### src/rtl/fault_alert_pkg.sv
// register map, field positions and reset values of the fault-alert bank
package fault_alert_pkg;
    // register indices; byte address is four times the index
    localparam logic [5:0] IDX_FAULT_ONE   = 6'h05;
    localparam logic [5:0] IDX_FAULT_TWO   = 6'h06;
    localparam logic [5:0] IDX_CONTROL     = 6'h08;
    localparam logic [5:0] IDX_SCAN_CTRL   = 6'h09;
    localparam logic [5:0] IDX_SWITCH_EN   = 6'h0a;
    localparam logic [5:0] IDX_AUX_CFG     = 6'h0b;
    localparam logic [5:0] IDX_AUX_FAULTS  = 6'h0c;
    localparam logic [5:0] IDX_BAL_STATUS  = 6'h0d;
    localparam logic [5:0] IDX_IRQ_STATUS  = 6'h0e;
    localparam logic [5:0] IDX_IRQ_MASK    = 6'h0f;
    // fault_alert_one fields
    localparam int F1_GND_TWO   = 5;
    localparam int F1_GND_ONE   = 4;
    localparam int F1_HV_UNDER  = 3;
    localparam int F1_HV_MARGIN = 2;
    localparam int F1_HV_OVER   = 1;
    localparam int F1_SW_SUM    = 0;
    // fault_alert_two fields
    localparam int F2_USER      = 15;
    localparam int F2_MUX       = 14;
    localparam int F2_AUX_SUM   = 13;
    localparam int F2_DIE_HOT   = 12;
    localparam int F2_SCAN_TO   = 11;
    // control register fields
    localparam int CT_ALERT_RST = 0;
    localparam int CT_FLEX_MUX  = 1;
    localparam int CT_TO_DIS    = 2;
    // interrupt status / mask fields
    localparam int IRQ_BITS     = 3;
    localparam int IRQ_ONE      = 0;
    localparam int IRQ_TWO      = 1;
    localparam int IRQ_THERMAL  = 2;
    // synchronised detector pin positions
    localparam int PIN_COUNT    = 7;
    localparam int PIN_GND_ONE  = 0;
    localparam int PIN_GND_TWO  = 1;
    localparam int PIN_HV_UNDER = 2;
    localparam int PIN_HV_OVER  = 3;
    localparam int PIN_MARGIN   = 4;
    localparam int PIN_DIE_HOT  = 5;
    localparam int PIN_MUX      = 6;
    // reset values and codes
    localparam logic [15:0] SWITCH_EN_RESET = 16'h3fff;
    localparam logic [1:0]  CODE_IDLE       = 2'h0;
    localparam logic [1:0]  CODE_ACTIVE     = 2'h1;
    localparam logic [1:0]  CODE_THERMAL    = 2'h3;
    localparam logic [1:0]  RESP_OKAY       = 2'h0;
    localparam logic [1:0]  RESP_SLVERR     = 2'h2;
endpackage : fault_alert_pkg

### src/rtl/fault_alert_status_regs.sv
// fault-alert status bank with axi4-lite register access
//
// Overview of operation
// - ground-return opens set bits five and four
// - ground/hv under/over flags wait until alert reset clears
// - headroom flag checked only during acquisition
// - bit zero ORs the enabled switch faults
// - switch summary refreshed when diagnostic scan ends
// - summary clears when resolved or written zero
// - write zero clears flag, one leaves it
// - writing one raises user alert to outputs
// - user alert clears on zero, resets low
// - mux fault needs mux enable, alert reset clear
// - mux clear honoured only once fault resolved
// - bit thirteen ORs enabled aux protection faults
// - aux alerts only for pins configured analog
// - aux summary clears with aux fault register
// - die hot sets bit twelve, stops balancing
// - bit eleven mirrors scan timeout field
// - scan timeout alert enabled when disable zero
//
// Our own choice: the AXI4-Lite register port.
`timescale 1ns/100ps
`default_nettype none
module fault_alert_status_regs
    import fault_alert_pkg::*;
#(
    parameter int SWITCH_COUNT = 14,
    parameter int AUX_COUNT    = 6,
    parameter int ADDR_WIDTH   = 8
) (
    input  wire logic                    clk_in,
    input  wire logic                    rst_b_in,
    // axi4-lite slave
    input  wire logic [ADDR_WIDTH-1:0]   s_axi_awaddr_in,
    input  wire logic                    s_axi_awvalid_in,
    output logic                         s_axi_awready_out,
    input  wire logic [31:0]             s_axi_wdata_in,
    input  wire logic [3:0]              s_axi_wstrb_in,
    input  wire logic                    s_axi_wvalid_in,
    output logic                         s_axi_wready_out,
    output logic [1:0]                   s_axi_bresp_out,
    output logic                         s_axi_bvalid_out,
    input  wire logic                    s_axi_bready_in,
    input  wire logic [ADDR_WIDTH-1:0]   s_axi_araddr_in,
    input  wire logic                    s_axi_arvalid_in,
    output logic                         s_axi_arready_out,
    output logic [31:0]                  s_axi_rdata_out,
    output logic [1:0]                   s_axi_rresp_out,
    output logic                         s_axi_rvalid_out,
    input  wire logic                    s_axi_rready_in,
    // analog detector levels, asynchronous
    input  wire logic                    ground_one_open_in,
    input  wire logic                    ground_two_open_in,
    input  wire logic                    hv_under_in,
    input  wire logic                    hv_over_in,
    input  wire logic                    hv_margin_low_in,
    input  wire logic                    die_hot_in,
    input  wire logic                    supply_mux_fault_in,
    input  wire logic [SWITCH_COUNT-1:0] per_switch_fault_in,
    input  wire logic [AUX_COUNT-1:0]    aux_protect_in,
    // same-clock status from the sequencers
    input  wire logic                    acquisition_active_in,
    input  wire logic                    switch_diag_done_in,
    input  wire logic                    balancing_active_in,
    input  wire logic                    scan_timeout_event_in,
    // alert and balancing outputs
    output logic                         alert_out,
    output logic                         link_status_alert_out,
    output logic                         irq_out,
    output logic                         balancing_stop_out,
    output logic [1:0]                   balancing_activity_code_out
);
    if (SWITCH_COUNT < 1 || SWITCH_COUNT > 16 || AUX_COUNT < 1 || AUX_COUNT > 16
        || ADDR_WIDTH < 8) begin : g_check
        $error("fault_alert_status_regs: unsupported parameter value");
    end

    // ------------------------------------------------------------------
    // state
    // ------------------------------------------------------------------
    typedef struct packed {
        logic                    aw_held;
        logic [5:0]              aw_idx;
        logic                    w_held;
        logic [15:0]             wdata;
        logic [1:0]              wstrb;
        logic                    bvalid;
        logic [1:0]              bresp;
        logic                    rvalid;
        logic [15:0]             rdata;
        logic [1:0]              rresp;
        logic [PIN_COUNT-1:0]    meta_pin;
        logic [PIN_COUNT-1:0]    sync_pin;
        logic [SWITCH_COUNT-1:0] meta_sw;
        logic [SWITCH_COUNT-1:0] sync_sw;
        logic [AUX_COUNT-1:0]    meta_aux;
        logic [AUX_COUNT-1:0]    sync_aux;
        logic [5:0]              fault_one;
        logic                    user_test_alert;
        logic                    supply_mux_fault;
        logic                    die_hot_flag;
        logic                    scan_timeout_field;
        logic                    alert_reset_status;
        logic                    flex_mux_enable;
        logic                    scan_timeout_disable;
        logic [SWITCH_COUNT-1:0] switch_enable;
        logic [AUX_COUNT-1:0]    aux_config;
        logic [AUX_COUNT-1:0]    aux_protect_faults;
        logic                    balancing_thermal_stop;
        logic                    stop_pulse;
        logic [IRQ_BITS-1:0]     irq_status;
        logic [IRQ_BITS-1:0]     irq_mask;
        logic                    alert;
    } state_type;

    state_type s;
    state_type next_s;

    logic                    wr_fire;
    logic [15:0]             wr_en;
    logic [15:0]             wr_clr;
    logic [15:0]             wr_set;
    logic                    rd_fire;
    logic [5:0]              rd_idx;
    logic [15:0]             rd_value;
    logic                    rd_hit;
    logic                    wr_hit;
    logic [15:0]             fault_two;
    logic                    sw_any;
    logic                    aux_sum;
    logic [5:0]              f1_set;
    logic                    hot_stop;

    // ------------------------------------------------------------------
    // combinational views
    // ------------------------------------------------------------------
    assign s_axi_awready_out = !s.aw_held;
    assign s_axi_wready_out  = !s.w_held;
    assign s_axi_arready_out = !s.rvalid;
    assign wr_fire = s.aw_held && s.w_held && !s.bvalid;
    assign rd_fire = s_axi_arvalid_in && !s.rvalid;
    assign rd_idx  = s_axi_araddr_in[7:2];
    assign wr_en   = {{8{s.wstrb[1]}}, {8{s.wstrb[0]}}};
    assign wr_clr  = wr_en & ~s.wdata;
    assign wr_set  = wr_en & s.wdata;

    assign sw_any  = |(s.sync_sw & s.switch_enable);
    assign aux_sum = |(s.aux_protect_faults & s.aux_config);
    assign hot_stop = s.sync_pin[PIN_DIE_HOT] && balancing_active_in
                      && !s.balancing_thermal_stop;

    always_comb begin
        fault_two = 16'h0000;
        fault_two[F2_USER]    = s.user_test_alert;
        fault_two[F2_MUX]     = s.supply_mux_fault;
        fault_two[F2_AUX_SUM] = aux_sum;
        fault_two[F2_DIE_HOT] = s.die_hot_flag;
        fault_two[F2_SCAN_TO] = s.scan_timeout_field;
    end

    function automatic logic hit(input logic [5:0] idx);
        hit = idx == IDX_FAULT_ONE || idx == IDX_FAULT_TWO || idx == IDX_CONTROL
              || idx == IDX_SCAN_CTRL || idx == IDX_SWITCH_EN || idx == IDX_AUX_CFG
              || idx == IDX_AUX_FAULTS || idx == IDX_BAL_STATUS
              || idx == IDX_IRQ_STATUS || idx == IDX_IRQ_MASK;
    endfunction : hit

    assign rd_hit = hit(rd_idx);
    assign wr_hit = hit(s.aw_idx);

    always_comb begin
        rd_value = 16'h0000;
        unique case (rd_idx)
            IDX_FAULT_ONE:  rd_value = {10'h000, s.fault_one};
            IDX_FAULT_TWO:  rd_value = fault_two;
            IDX_CONTROL:    rd_value = {13'h0000, s.scan_timeout_disable,
                                        s.flex_mux_enable, s.alert_reset_status};
            IDX_SCAN_CTRL:  rd_value = {15'h0000, s.scan_timeout_field};
            IDX_SWITCH_EN:  rd_value = 16'(s.switch_enable);
            IDX_AUX_CFG:    rd_value = 16'(s.aux_config);
            IDX_AUX_FAULTS: rd_value = 16'(s.aux_protect_faults);
            IDX_BAL_STATUS: rd_value = {13'h0000, balancing_activity_code_out,
                                        s.balancing_thermal_stop};
            IDX_IRQ_STATUS: rd_value = 16'(s.irq_status);
            IDX_IRQ_MASK:   rd_value = 16'(s.irq_mask);
            default:        rd_value = 16'h0000;
        endcase
    end

    // ------------------------------------------------------------------
    // next state
    // ------------------------------------------------------------------
    always_comb begin
        next_s = s;
        // bus write channel capture
        if (s_axi_awvalid_in && !s.aw_held) begin
            next_s.aw_held = 1'b1;
            next_s.aw_idx  = s_axi_awaddr_in[7:2];
        end
        if (s_axi_wvalid_in && !s.w_held) begin
            next_s.w_held = 1'b1;
            next_s.wdata  = s_axi_wdata_in[15:0];
            next_s.wstrb  = s_axi_wstrb_in[1:0];
        end
        if (s.bvalid && s_axi_bready_in) begin
            next_s.bvalid = 1'b0;
        end
        if (wr_fire) begin
            next_s.aw_held = 1'b0;
            next_s.w_held  = 1'b0;
            next_s.bvalid  = 1'b1;
            next_s.bresp   = wr_hit ? RESP_OKAY : RESP_SLVERR;
        end
        // bus read channel
        if (s.rvalid && s_axi_rready_in) begin
            next_s.rvalid = 1'b0;
        end
        if (rd_fire) begin
            next_s.rvalid = 1'b1;
            next_s.rdata  = rd_hit ? rd_value : 16'h0000;
            next_s.rresp  = rd_hit ? RESP_OKAY : RESP_SLVERR;
        end
        // two-stage synchronisers
        next_s.meta_pin = {supply_mux_fault_in, die_hot_in, hv_margin_low_in, hv_over_in,
                           hv_under_in, ground_two_open_in, ground_one_open_in};
        next_s.sync_pin = s.meta_pin;
        next_s.meta_sw  = per_switch_fault_in;
        next_s.sync_sw  = s.meta_sw;
        next_s.meta_aux = aux_protect_in;
        next_s.sync_aux = s.meta_aux;

        // software clears and plain register writes; hardware sets follow and win
        if (wr_fire) begin
            unique case (s.aw_idx)
                IDX_FAULT_ONE: begin
                    next_s.fault_one = s.fault_one & ~wr_clr[5:0];
                end
                IDX_FAULT_TWO: begin
                    if (wr_en[F2_USER]) begin
                        next_s.user_test_alert = s.wdata[F2_USER];
                    end
                    if (wr_clr[F2_MUX] && !s.sync_pin[PIN_MUX]) begin
                        next_s.supply_mux_fault = 1'b0;
                    end
                    if (wr_clr[F2_DIE_HOT]) begin
                        next_s.die_hot_flag = 1'b0;
                    end
                end
                IDX_CONTROL: begin
                    if (wr_clr[CT_ALERT_RST]) begin
                        next_s.alert_reset_status = 1'b0;
                    end
                    if (wr_en[CT_FLEX_MUX]) begin
                        next_s.flex_mux_enable = s.wdata[CT_FLEX_MUX];
                    end
                    if (wr_en[CT_TO_DIS]) begin
                        next_s.scan_timeout_disable = s.wdata[CT_TO_DIS];
                    end
                end
                IDX_SCAN_CTRL: begin
                    if (wr_clr[0]) begin
                        next_s.scan_timeout_field = 1'b0;
                    end
                end
                IDX_SWITCH_EN: begin
                    next_s.switch_enable = (s.switch_enable & ~wr_en[SWITCH_COUNT-1:0])
                                         | wr_set[SWITCH_COUNT-1:0];
                end
                IDX_AUX_CFG: begin
                    next_s.aux_config = (s.aux_config & ~wr_en[AUX_COUNT-1:0])
                                      | wr_set[AUX_COUNT-1:0];
                end
                IDX_AUX_FAULTS: begin
                    next_s.aux_protect_faults = s.aux_protect_faults
                                              & ~wr_clr[AUX_COUNT-1:0];
                end
                IDX_BAL_STATUS: begin
                    if (wr_clr[0]) begin
                        next_s.balancing_thermal_stop = 1'b0;
                    end
                end
                IDX_IRQ_STATUS: begin
                    next_s.irq_status = s.irq_status & ~wr_set[IRQ_BITS-1:0];
                end
                IDX_IRQ_MASK: begin
                    next_s.irq_mask = (s.irq_mask & ~wr_en[IRQ_BITS-1:0])
                                    | wr_set[IRQ_BITS-1:0];
                end
                default: begin
                end
            endcase
        end

        // hardware sets of fault_alert_one
        f1_set = 6'h00;
        if (!s.alert_reset_status) begin
            f1_set[F1_GND_TWO]  = s.sync_pin[PIN_GND_TWO];
            f1_set[F1_GND_ONE]  = s.sync_pin[PIN_GND_ONE];
            f1_set[F1_HV_UNDER] = s.sync_pin[PIN_HV_UNDER];
            f1_set[F1_HV_OVER]  = s.sync_pin[PIN_HV_OVER];
        end
        f1_set[F1_HV_MARGIN] = s.sync_pin[PIN_MARGIN] && acquisition_active_in;
        next_s.fault_one = next_s.fault_one | f1_set;
        if (switch_diag_done_in) begin
            next_s.fault_one[F1_SW_SUM] = sw_any;
        end else if (!sw_any) begin
            next_s.fault_one[F1_SW_SUM] = 1'b0;
        end

        // hardware sets of fault_alert_two
        if (s.flex_mux_enable && !s.alert_reset_status && s.sync_pin[PIN_MUX]) begin
            next_s.supply_mux_fault = 1'b1;
        end
        if (s.sync_pin[PIN_DIE_HOT]) begin
            next_s.die_hot_flag = 1'b1;
        end
        if (scan_timeout_event_in && !s.scan_timeout_disable) begin
            next_s.scan_timeout_field = 1'b1;
        end
        next_s.aux_protect_faults = next_s.aux_protect_faults
                                  | (s.sync_aux & s.aux_config);

        // thermal stop of balancing
        next_s.stop_pulse = hot_stop;
        if (hot_stop) begin
            next_s.balancing_thermal_stop = 1'b1;
        end

        // interrupt events, set wins over clear
        next_s.irq_status[IRQ_ONE]     = next_s.irq_status[IRQ_ONE] | (|(f1_set & ~s.fault_one));
        next_s.irq_status[IRQ_TWO]     = next_s.irq_status[IRQ_TWO]
                                       | (next_s.die_hot_flag & ~s.die_hot_flag)
                                       | (next_s.supply_mux_fault & ~s.supply_mux_fault)
                                       | (next_s.scan_timeout_field & ~s.scan_timeout_field);
        next_s.irq_status[IRQ_THERMAL] = next_s.irq_status[IRQ_THERMAL] | hot_stop;

        next_s.alert = (|next_s.fault_one) | next_s.user_test_alert | next_s.supply_mux_fault
                     | next_s.die_hot_flag | next_s.scan_timeout_field
                     | (|(next_s.aux_protect_faults & next_s.aux_config));
    end

    always_ff @(posedge clk_in or negedge rst_b_in) begin
        if (!rst_b_in) begin
            s <= '0;
            s.alert_reset_status <= 1'b1;
            s.switch_enable      <= SWITCH_EN_RESET[SWITCH_COUNT-1:0];
        end else begin
            s <= next_s;
        end
    end

    // ------------------------------------------------------------------
    // outputs
    // ------------------------------------------------------------------
    assign s_axi_bvalid_out = s.bvalid;
    assign s_axi_bresp_out  = s.bresp;
    assign s_axi_rvalid_out = s.rvalid;
    assign s_axi_rdata_out  = {16'h0000, s.rdata};
    assign s_axi_rresp_out  = s.rresp;
    assign alert_out             = s.alert;
    assign link_status_alert_out = s.alert;
    assign irq_out               = |(s.irq_status & s.irq_mask);
    assign balancing_stop_out    = s.stop_pulse;
    assign balancing_activity_code_out = s.balancing_thermal_stop ? CODE_THERMAL :
                                         (balancing_active_in ? CODE_ACTIVE : CODE_IDLE);
endmodule : fault_alert_status_regs
`default_nettype wire

### config.mk
export PLATFORM = sky130hd
export DESIGN_NAME = fault_alert_status_regs
export DESIGN_NICKNAME = d
export VERILOG_FILES = /design/src/rtl/fault_alert_pkg.sv /design/src/rtl/fault_alert_status_regs.sv
export SDC_FILE = /design/constraint.sdc
export NUM_CORES = 1
export LEC_CHECK = 0
export ABC_AREA = 1
export BUFFER_PORTS_ARGS = -buffer_cell sky130_fd_sc_hd__buf_2
export CAP_MARGIN = 20
export CORE_ASPECT_RATIO = 0.5
export CORE_MARGIN = 2
export CORE_UTILIZATION = 50
export CTS_CLUSTER_DIAMETER = 30
export DETAILED_ROUTE_END_ITERATION = 12
export MAX_ROUTING_LAYER = met4
export PLACE_DENSITY = 0.81
export SYNTH_ARGS = -nofsm -noshare
export SYNTH_HDL_FRONTEND = slang
export SYNTH_SLANG_ARGS = --single-unit
### constraint.sdc
create_clock -name clk_in -period 1.7 [get_ports clk_in]
set_input_delay 0.34 -clock clk_in [delete_from_list [all_inputs] [get_ports clk_in]]
set_output_delay 0.34 -clock clk_in [all_outputs]
set_load 0.1 [all_outputs]
# Yosys cells after proc, flatten, opt, wreduce, memory -nomap -nowiden
# Cells that the tools add are included.
# Widths: inputs -> output; s select.
# totals
latchBits,0
memories,0
mem_bits_rw,0
output_inout_bits,47
in_bits,90
regBits,150
rom_bits,0
# classes
reduce_logical,58
shifts,0
multipliers,0
add_sub_neg,0
eq_ne,20
mux,42
div_mod_pow,0
n_bitwise,42
order_cmp,0
# ops
op,n
$pmux 16 s10,1
$eq 6x4->1 const B,16
$and 14x14->14,3
$and 6x6->6,7
$mux 40,1
$mux 19,2
$eq 6x3->1 const B,4
$mux 6,4
$reduce_or 6->1,4
$mux 1,22
$logic_or 1x1->1,18
$mux 3,6
$not 6->6,3
$or 6x6->6,3
$mux 16,1
$and 15x15->15,1
$not 15->15,1
$logic_and 1x1->1,14
$mux 14,1
$not 14->14,1
$or 14x14->14,1
$reduce_bool 2->1,7
$reduce_or 14->1,1
$or 1x1->1,10
11 further kinds,30

# Longest topological paths before layout
# Gate-level depths: netlist of the first run.
# depth
word_depth,15
mapped_depth,11
mapped_depth_nobuf,11

# Worst setup path after synthesis of the first run
# No wires, ideal clock.
# synth_path
path_kind,register to register
start,"register s, in the netlist s_axi_rvalid_out"
end,"register s, in the netlist s_axi_rvalid_out"
setup_ns,0.161
path_buffers,2
path_stages_with_launch,6
slack_ns,-0.920
t_required_ns,1.539
t_arrival_ns,2.460
cell_sequence,dfrtp_1 -> inv_1 -> nand2_1 -> clkbuf_1 -> clkbuf_1 -> o21ai_0
# synth_via
elab_chain_len,3
elab_cells_between_ends,5
cone_classes,mux: 1; reduce/logical: 4
# synth_rtl
item,line,rtl
"start, declared",fault_alert_status_regs.sv:117,state_type s;
"start signal, assigned",fault_alert_status_regs.sv:349,s <= next_s;
$logic_not 1->1 (*),--,
via s_axi_arready_out,fault_alert_status_regs.sv:47,"output logic s_axi_arready_out,"
$logic_and 1x1->1 (*),fault_alert_status_regs.sv:142,assign rd_fire = s_axi_arvalid_in && !s.rvalid;
$mux 19 or $reduce_bool 2->1 (tied branches),--,
# The timed path passes the listed nets; every way through them passes the cells marked *.
# A chain may end at the register's enable or synchronous reset.

==> metrics.md, run 1 <==
| Metric | Value |
|---|---|
| Status | finished, violations left |
| Violated checks | design-rule violations |
| Fin util | 0.637 |
| Total number of vias | 4750 |
| Final setup vio count | 0 |
| Initial Utilization | 0.514 |
| Clk pin slew, worst setup/hold paths | 0.06 ns |
| Inst Count DP | 913 |
| IO buf count | 96 |
| Design internal power | 7860 µW |
| Filler-free cell count of the finished design | 952 |
| TritonCTS clock tree | yes |
| Sink Count | 148 |
| Initial DRC Count | 435 |
| H-tree levels | 4 |
| Combinational group share of total power | 0.283 |
| Post-synth top area share | 0.546 |
| Fin crit share | 0.985 |
| Routed WL | 14700 µm |
| Most frequent cells in the layout | 199 x nand2_1, 128 x dfrtp_1, 90 x buf_2, 58 x inv_1, 53 x nor2_1 |
| Skew-Pair Late Insertion Delay | 0.42 ns |
| Total GRT Usage | 0.235 |
| Cell Area, Synth | 6090 µm² |
| GR Overflow Total | 0 |
| Register bit count reported by yosys | 148 |
| Avg Cell Area, Syn | 9.16 µm² |
| Die Y | 82.1 µm |
| Sw frac | 0.368 |
| Seq pwr share | 0.396 |
| Setup Skew | 0.00722 ns |
| Setup TNS | 0 ns |
| Sequential area share after synthesis | 0.611 |
| Unique masters post-synth | 31 |
| Peak Freq | 597 MHz |
| Area grow syn2layout | 23.9% |
| RSZ-0062 raised after global routing | yes |
| Ports | 137 |
| RD Place Congestion | 0.928 |
| Synth warn | 0 |
| Maximum vdd drop | 0.978 mV |
| Total CTS buffers | 17 |
| Clock power frac | 0.321 |
| Clk buf depth | 2 |
| Die area | 13100 µm² |
| Critical Path Start Type | flop |
| Core Region | 11800 µm² |
| Worst Path Max Fanout | 4 |
| Final Max Slew Viols | 0 |
| Layout cells sized above 1 | 0.266 |
| Min-Delay Path Class | in2reg |
| Vias in the first global route | 4359 |
| Setup crit end kind | flop |
| Pre-CTS setup slack | -0.0106 ns |
| Cell area power density | 1650 nW/µm² |
| Drt pass-1 iters | 9 |
| Horiz. Die Dim | 160 µm |
| # diodes | 0 |
| Drt drc | 1 |
| NetSw | 4570 µW |
| Leak Pwr | 0.00379 µW |
| Antenna-violating nets left | 0 |
| DP Area | 6770 µm² |
| Main area contributors after synthesis | dfrtp_1 55%, nand2_1 13%, dfstp_2 6.5% |
| Via/cell ratio | 4.99 |
| Max-Cap Viols | 0 |
| Initial antenna violation count | 0 |
| Commonest non-fill, non-tap cell in the layout | nand2_1 |
| Post-DP HPWL | 10600 µm |
| Row cnt | 28 |
| Root Buffer | clkbuf_16 |
| Crit path arrival time | 1.97 ns |
| Largest net degree at the start of global routing | 48 |
| First-pass GRT wire length | 22400 µm |
| Hold Vio Cnt, Final | 0 |
| Layout net count | 864 |
| Cell taking the most area after synthesis | dfrtp_1 |
| Final worst slack | 0.0247 ns |
| CP required | 2.00 ns |
| Kind of critical path | reg2reg |
| Fin crit period | 1.68 ns |
| Mapped Cells | 665 |
| Design area | 7550 µm² |
| Drt wl/cell | 15.4 µm |
[power groups by stage]
stage / clock network (µW) / logic [µW] / registers, µW
after floorplan: 0 / 2260 / 4860
after global placement: 0 / 3210 / 4910
after detailed placement: 0 / 3280 / 4930
after CTS: 4020 / 3330 / 4870
after global routing: 4190 / 3800 / 4990
final: 3990 / 3520 / 4930
[routing by layer]
layer	vias to the layer above	global-route usage	wire, µm
li1	2264	-	-
met1	2246	0.330	6660
met2	216	0.345	6650
met3	24	0.0495	1120
met4	0	0.0766	218
met5	-	-	0
[critical path, cell delays in order (launching register included)]
cell     delay, ns
dfrtp_1       0.37
inv_1         0.14
nand2_1       0.18
nor2_4        0.20
nand2_1       0.10
a21oi_1       0.20
nand3_1       0.16
nor2_1        0.14
nand3_1       0.08
[cells in the mapped netlist]
master,count
nand2_2,1
conb_1,1
mux2_2,1
nor3_1,4
buf_2,5
nor3_2,1
dfrtp_1,133
and2_1,1
nand4_1,4
o22ai_1,1
o221ai_1,1
nand4_4,1
o21ai_1,9
nand2_1,205
buf_4,38
a21oi_1,39
a211o_1,1
nand3_1,35
dfstp_2,15
clkbuf_1,5
nor2_2,5
nor2_1,60
nor2_4,5
o31ai_1,1
a22oi_1,1
nand3_4,1
inv_2,1
o21ai_0,25
or4_4,1
inv_1,63
or2_2,1
[final cells by class]
| cell class | instances | area [µm²] |
|---|---|---|
| multi-input cells | 422 | 1950 |
| clock inverters | 11 | 178 |
| inverters | 64 | 256 |
| clock buffers | 21 | 450 |
| fillers | 938 | 4290 |
| flip-flops and latches | 148 | 3730 |
| repair buffers | 121 | 768 |
| well taps | 165 | 206 |
[per-stage QoR]
stage / total power (µW) / hold WS (ns)
global placement: 8120 / 0.268
floorplan: 7120 / 0.0444
CTS: 12200 / 0.0168
global route: 13000 / 0.00984
finish: 12400 / 0.0225
detailed placement: 8210 / 0.276
[timing repair]
item,4_1_cts,5_1_grt
hold buffers,1,0
hold endpoints to repair,33,0
resized for setup,4,26
pin swaps,0,9
setup endpoints to repair,5,13
setup buffers,0,6
[cells by family (layout without fill, tap and decap cells)]
kind of cell | count (synthesis) | after routing | share of synthesized area
multiplexers | 1 | 1 | 0.00185
AND/OR/NAND/NOR | 325 | 325 | 0.227
flip-flops | 148 | 148 | 0.611
buffers and inverters | 112 | 217 | 0.0934
AO/OA/AOI/OAI | 78 | 78 | 0.0663
other | 1 | 18 | 0.000616
[worst paths after layout]
kind	from	end	slack (ns)	cells past startpoint
min in group asynchronous	rst_b_in	next_s[51]$_DFF_PN0_	0.40	2
hold reg to reg	next_s[62]$_DFF_PN0_	s[62]$_DFF_PN0_	0.34	0
hold / removal	hv_under_in	next_s[90]$_DFF_PN0_	0.02	1
max in group asynchronous	rst_b_in	asynchronous set/reset pin	0.66	3
setup / recovery	s[143]$_DFFE_PN0P_	alert_out$_DFF_PN0_	0.02	8
setup reg to reg	s[143]$_DFFE_PN0P_	alert_out$_DFF_PN0_	0.02	8
(Power assumes the default switching activity.)
==> run 2, diff against run 1 <==
--- a/config.mk
+++ b/config.mk
@@ -15,6 +15,7 @@
 export DETAILED_ROUTE_END_ITERATION = 12
 export MAX_ROUTING_LAYER = met4
 export PLACE_DENSITY = 0.81
+export RECOVER_POWER = 100
 export SYNTH_ARGS = -nofsm -noshare
 export SYNTH_HDL_FRONTEND = slang
 export SYNTH_SLANG_ARGS = --single-unit
==> run 2 against run 1 <==
Against the previous run: the flow now finishes without violations; cell count unchanged; maximum frequency grew 0.10%; sequential cell count unchanged; clock skew is essentially flat; routed wire length barely moved; critical path depth stayed put; utilization decreased by 0.053 points; sequential power hardly changed; hold slack about the same; first-iteration DRC count fell by 0.23%; largest power group unchanged.
==> metrics.md, run 2 (synthesized netlist as in run 1, its figures left out) <==
| Metric | Value |
|---|---|
| Total number of vias | 4728 (-0.46%) |
| Antenna-violating nets left | 0 (unchanged) |
| Worst Path Max Fanout | 4 (unchanged) |
| Commonest non-fill, non-tap cell in the layout | nand2_1 |
| Most frequent cells in the layout | 199 x nand2_1, 128 x dfrtp_1, 90 x buf_2, 58 x inv_1, 53 x nor2_1 |
| IO buf count | 96 (unchanged) |
| Min-Delay Path Class | in2reg |
| Kind of critical path | reg2reg |
| # diodes | 0 (unchanged) |
| Sw frac | 0.367 (about the same) |
| Final Max Slew Viols | 0 (unchanged) |
| Initial DRC Count | 434 (-0.23%) |
| Drt pass-1 iters | 5 (-4) |
| Critical Path Start Type | flop |
| Post-DP HPWL | 10600 µm (unchanged) |
| Area grow syn2layout | 23.8% (about the same) |
| Die Y | 82.1 µm (unchanged) |
| Final setup vio count | 0 (unchanged) |
| Routed WL | 14600 µm (about the same) |
| Hold Vio Cnt, Final | 0 (unchanged) |
| Initial Utilization | 0.514 (unchanged) |
| Clk pin slew, worst setup/hold paths | 0.06 ns (about the same) |
| Die area | 13100 µm² (unchanged) |
| Inst Count DP | 913 (unchanged) |
| Layout net count | 864 (unchanged) |
| Slew HR | 0.302 |
| Design internal power | 7860 µW (about the same) |
| Drt drc | 0 (-1) |
| RD Place Congestion | 0.928 (unchanged) |
| Max-Cap Viols | 0 (unchanged) |
| Setup Skew | 0.00707 ns (-0.000146 ns) |
| Via/cell ratio | 4.97 (-0.46%) |
| Sink Count | 148 (unchanged) |
| Initial antenna violation count | 0 (unchanged) |
| NetSw | 4560 µW (-0.14%) |
| GR Overflow Total | 0 (unchanged) |
| Clk buf depth | 2 (unchanged) |
| Layout cells sized above 1 | 0.266 (unchanged) |
| Fin crit share | 0.984 (-0.00101) |
| RSZ-0062 raised after global routing | yes |
| Skew-Pair Late Insertion Delay | 0.42 ns (about the same) |
| Combinational group share of total power | 0.282 (about the same) |
| Clock power frac | 0.321 (about the same) |
| Ports | 137 (unchanged) |
| Root Buffer | clkbuf_16 |
| Cell area power density | 1650 nW/µm² (about the same) |
| Seq pwr share | 0.396 (about the same) |
| Total CTS buffers | 17 (unchanged) |
| Cell depth of the worst hold path | 1 (unchanged) |
| Total GRT Usage | 0.235 (unchanged) |
| Drt wl/cell | 15.4 µm (about the same) |
| R2R depth | 8 (unchanged) |
| First-pass GRT wire length | 22400 µm (unchanged) |
| Horiz. Die Dim | 160 µm (unchanged) |
| Vias in the first global route | 4359 (unchanged) |
| DP Area | 6770 µm² (unchanged) |
| Maximum vdd drop | 0.978 mV (about the same) |
| CP required | 2.00 ns (about the same) |
| Setup crit end kind | flop |
| Fin crit period | 1.67 ns (-0.00172 ns) |
| Setup TNS | 0 ns (unchanged) |
| Largest net degree at the start of global routing | 48 (unchanged) |
| Core Region | 11800 µm² (unchanged) |
| H-tree levels | 4 (unchanged) |
| Design area | 7540 µm² (about the same) |
| Worst slew pin tran | 1.05 ns |
| Peak Freq | 598 MHz (+0.10%) |
| TritonCTS clock tree | yes |
| Crit path arrival time | 1.97 ns (about the same) |
| Status | finished, final reports clean |
| WHS | 0.0220 ns (-0.000418 ns) |
| Row cnt | 28 (unchanged) |
| Leak Pwr | 0.00379 µW (about the same) |
| Filler-free cell count of the finished design | 952 (unchanged) |
## run 2: cell count changes in the layout (fill, tap and decap cells not counted), sizes merged
cell,previous run,this run
buf,120,119
clkbuf,21,22
## run 2: cell type report
| cell class | instances | area [µm²] |
|---|---|---|
| timing repair buffer | 121 | 762 |
| sequential | 148 | 3730 |
| clock inverter | 11 | 178 |
| multi-input combinational | 422 | 1950 |
| clock buffer | 21 | 450 |
| inverter | 64 | 256 |
| tap | 165 | 206 |
| fill | 940 | 4300 |
## run 2: metal layers
layer | GRT usage | routed length [µm] | part of all wire
met5 | - | 0 | 0
met4 | 0.0766 | 223 | 0.015
met3 | 0.0495 | 1090 | 0.074
met2 | 0.345 | 6600 | 0.45
met1 | 0.330 | 6730 | 0.46
## run 2: worst paths after layout
check                                      from                          to  slack (ns)
hold reg to reg            next_s[62]$_DFF_PN0_             s[62]$_DFF_PN0_        0.34
min in group asynchronous              rst_b_in        next_s[53]$_DFF_PN0_        0.64
setup reg to reg             s[143]$_DFFE_PN0P_         alert_out$_DFF_PN0_        0.03
max in group asynchronous              rst_b_in  asynchronous set/reset pin        0.21
setup / recovery             s[143]$_DFFE_PN0P_         alert_out$_DFF_PN0_        0.03
hold / removal                      hv_under_in        next_s[90]$_DFF_PN0_        0.02
## run 2: power by group through the flow
stage / clock network [µW] / logic [µW] / registers (µW)
after floorplan: 0 / 2260 / 4860
after global placement: 0 / 3210 / 4910
after detailed placement: 0 / 3280 / 4930
after CTS: 4020 / 3330 / 4870
after global routing: 4190 / 3790 / 4990
final: 3990 / 3510 / 4920
## run 2: worst max-delay path: stages (launching register included)
cell	delay [ns]
dfrtp_1	0.37
inv_1	0.14
nand2_1	0.18
nor2_4	0.20
nand3_2	0.12
a21oi_2	0.19
nand3_1	0.14
nor2_1	0.14
nand3_1	0.08
## run 2: metrics by stage
step	power [µW]	util	setup WS [ns]
2_1_floorplan	7120	-	-0.154
3_3_place_gp	8120	0.572	0.0778
3_5_place_dp	8210	0.572	-0.0106
4_1_cts	12200	0.627	0.00245
5_1_grt	13000	0.637	-0.0734
6_report	12400	0.637	0.0264
## run 2: timing repair
| item | in CTS | in global routing |
|---|---|---|
| hold buffers | 1 | 0 |
| pin swaps | 0 | 9 |
| setup endpoints to repair | 5 | 13 |
| resized for setup | 4 | 26 |
| setup buffers | 0 | 6 |
| endpoints found under the hold margin | 33 | 0 |
==> run 3, diff against run 2 <==
--- a/config.mk
+++ b/config.mk
@@ -10,11 +10,11 @@
 export CAP_MARGIN = 20
 export CORE_ASPECT_RATIO = 0.5
 export CORE_MARGIN = 2
-export CORE_UTILIZATION = 50
+export CORE_UTILIZATION = 54
 export CTS_CLUSTER_DIAMETER = 30
 export DETAILED_ROUTE_END_ITERATION = 12
 export MAX_ROUTING_LAYER = met4
-export PLACE_DENSITY = 0.81
+export PLACE_DENSITY = 0.86
 export RECOVER_POWER = 100
 export SYNTH_ARGS = -nofsm -noshare
 export SYNTH_HDL_FRONTEND = slang
==> run 3 against run 2 <==
Against the previous run: the run now ends with negative setup slack left; global-route usage grew 3.7 points; cell count shrank 2.7%; clock power grew 2%; via count grew 2.5%; sequential cell count is the same; clock skew grew 0.0014 ns; utilization grew 3.4 points; die area shrank 7.1%; power shrank 1.5%; critical endpoint is now s[5]$_DFF_PN0_; largest cell class unchanged.
==> metrics.md, run 3 (synthesized netlist as in run 1, its figures left out) <==
| Metric | Value |
|---|---|
| Kind of critical path | reg2reg |
| Horiz. Die Dim | 154 µm (-3.7%) |
| RD Place Congestion | 0.928 (about the same) |
| Setup Skew | 0.00844 ns (+0.00136 ns) |
| Clock power frac | 0.333 (+0.012) |
| Largest net degree at the start of global routing | 41 (-15%) |
| Sink Count | 148 (unchanged) |
| Clk pin slew, worst setup/hold paths | 0.06 ns (about the same) |
| Initial antenna violation count | 0 (unchanged) |
| Max incr delay on CP | 0.41 ns (+0.04 ns) |
| Worst Setup EP | s[5]$_DFF_PN0_ |
| First-pass GRT wire length | 24100 µm (+7.5%) |
| TritonCTS clock tree | yes |
| Fin crit period | 1.76 ns (+0.0893 ns) |
| Peak Freq | 567 MHz (-5.1%) |
| Status | finished, violations left |
| Cell area power density | 1660 nW/µm² (+0.79%) |
| Initial Utilization | 0.555 (+0.0404) |
| CP Buf/Inv Count | 0 (-1) |
| Row cnt | 27 (-3.6%) |
| Post-DP HPWL | 11000 µm (+3.3%) |
| Critical path's slowest cell | dfrtp_1 |
| Reg2reg setup slack | -0.06 ns (-0.09 ns) |
| GR Overflow Total | 0 (unchanged) |
| Tot Pwr | 12200 µW (-1.5%) |
| Filler-free cell count of the finished design | 926 (-2.7%) |
| Design internal power | 7750 µW (-1.4%) |
| CP required | 2.00 ns (about the same) |
| Drt drc | 0 (unchanged) |
| Most frequent cells in the layout | 203 x nand2_1, 131 x dfrtp_1, 89 x buf_2, 60 x nor2_1, 59 x inv_1 |
| Drt pass-1 iters | 5 (unchanged) |
| Worst Setup SP | s[148]$_DFFE_PN0P_ |
| Area grow syn2layout | 20.9% |
| Combinational group share of total power | 0.265 (-0.017) |
| Violated checks | negative setup slack |
| Crit path arrival time | 2.07 ns (+0.10 ns) |
| Leak Pwr | 0.00371 µW (-2.1%) |
| RSZ-0062 raised after global routing | yes |
| Worst path cell trace | nor2_4 > nand2_1 > nor2_2 > nand2_1 > o21ai_1 > o21ai_0 > a21oi_1 > o21ai_0 |
| Delay-heaviest family, CP | simple AND/OR/NAND/NOR gates |
| Fin crit share | 1.04 (+0.0525) |
| Final setup vio count | 2 (+2) |
| Hold Vio Cnt, Final | 0 (unchanged) |
| Final Max Slew Viols | 0 (unchanged) |
| Sw frac | 0.367 (-0.000566) |
| Die Y | 79.1 µm (-3.6%) |
| Critical Path Start Type | flop |
| Maximum vdd drop | 1.26 mV (+29%) |
| Routed WL | 15100 µm (+3.2%) |
| Via/cell ratio | 5.23 (+5.4%) |
| Design area | 7370 µm² (-2.3%) |
| NetSw | 4490 µW (-1.7%) |
| Root Buffer | clkbuf_16 |
| Pre-CTS setup slack | 0.0609 ns (+0.0715 ns) |
| Inst Count DP | 893 (-2.2%) |
| Total GRT Usage | 0.271 (+0.0365) |
| R2R depth | 8 (unchanged) |
| Setup crit end kind | flop |
| Worst r2r src | s[148]$_DFFE_PN0P_ |
| Slew HR | 0.338 (+0.0358) |
| DP Area | 6740 µm² (-0.41%) |
| Vias in the first global route | 4718 (+8.2%) |
| Critical path depth in cells | 8 (unchanged) |
| Layout net count | 858 (-0.69%) |
| Clk buf depth | 2 (unchanged) |
| Initial DRC Count | 545 (+26%) |
| Ports | 137 (unchanged) |
| Core Region | 11000 µm² (-7.3%) |
| Worst r2r dst | s[5]$_DFF_PN0_ |
| Seq pwr share | 0.402 (+0.006) |
| Total CTS buffers | 17 (unchanged) |
| Max-Cap Viols | 0 (unchanged) |
| Skew-Pair Late Insertion Delay | 0.43 ns (about the same) |
| IO buf count | 96 (unchanged) |
| Layout cells sized above 1 | 0.238 (-0.0274) |
| H-tree levels | 4 (unchanged) |
| Final worst slack | -0.0628 ns (-0.0893 ns) |
| Min-Delay Path Class | in2reg |
| Die area | 12200 µm² (-7.1%) |
| # diodes | 0 (unchanged) |
| Total number of vias | 4847 (+2.5%) |
| Commonest non-fill, non-tap cell in the layout | nand2_1 |
| Antenna-violating nets left | 0 (unchanged) |
| Worst slew pin tran | 0.993 ns (-0.0537 ns) |
| Drt wl/cell | 16.3 µm (+6.1%) |
| Worst Path Max Fanout | 5 (+1) |
run 3: changes by cell type in the layout (fill, tap and decap cells not counted), sizes merged:
cell / change
clkinv: -2
clkbuf: +3
clkinvlp: +3
inv: -1
buf: -9
run 3: layout make-up:
class / count / area (µm²)
flip-flops and latches: 148 / 3730
multi-input cells: 422 / 1880
clock inverters: 11 / 174
well taps: 145 / 181
clock buffers: 21 / 470
fillers: 862 / 3610
inverters: 64 / 246
repair buffers: 115 / 689
run 3: what timing repair did:
| item | CTS | global route |
|---|---|---|
| pin swaps | 0 | 1 |
| endpoints found under the setup margin | 5 | 18 |
| endpoints found under the hold margin | 32 | 0 |
| resized for setup | 6 | 10 |
| hold buffers | 1 | 0 |
| setup buffers | 0 | 0 |
run 3: routing by layer:
| layer | vias to the layer above | global-route usage | part of all wire |
|---|---|---|---|
| met4 | 0 | 0.105 | 0.025 |
| met5 | - | - | 0 |
| met3 | 36 | 0.0502 | 0.083 |
| met1 | 2308 | 0.385 | 0.45 |
| met2 | 260 | 0.395 | 0.44 |
| li1 | 2243 | - | - |
run 3: worst min path at each step:
| stage | to | from | slack (ns) | cells after the start |
|---|---|---|---|---|
| 2_1_floorplan | asynchronous set/reset pin | rst_b_in | 0.04 | 0 |
| 3_3_place_gp | s[92]$_DFF_PN0_ | rst_b_in | 0.28 | 1 |
| 3_5_place_dp | s[92]$_DFF_PN0_ | rst_b_in | 0.28 | 1 |
| 4_1_cts | next_s[91]$_DFF_PN0_ | hv_over_in | 0.008 | 1 |
| 5_1_grt | next_s[50]$_DFF_PN0_ | aux_protect_in[2] | 0.01 | 1 |
| 6_report | next_s[53]$_DFF_PN0_ | aux_protect_in[5] | 0.01 | 1 |
run 3: power by group through the flow:
stage / registers [µW] / logic, µW / clock network [µW]
6_report: 4920 / 3240 / 4070
5_1_grt: 4990 / 3510 / 4250
4_1_cts: 4900 / 3230 / 4090
3_5_place_dp: 4940 / 3180 / 0
3_3_place_gp: 4920 / 3090 / 0
2_1_floorplan: 4860 / 2260 / 0
run 3: through the flow:
stage / setup TNS [ns] / util / hold slack [ns]
detailed placement: 0 / 0.614 / 0.279
floorplan: -1.89 / - / 0.0444
global route: -0.386 / 0.671 / 0.0119
CTS: 0 / 0.675 / 0.00826
global placement: 0 / 0.614 / 0.278
finish: -0.0954 / 0.671 / 0.0145
run 3: worst register-to-register path, cell delays in order (launching register included):
cell and delay (ns):
dfrtp_1 0.41, nor2_4 0.17, nand2_1 0.18, nor2_2 0.17, nand2_1 0.14, o21ai_1 0.21, o21ai_0 0.14, a21oi_1 0.13
o21ai_0 0.09
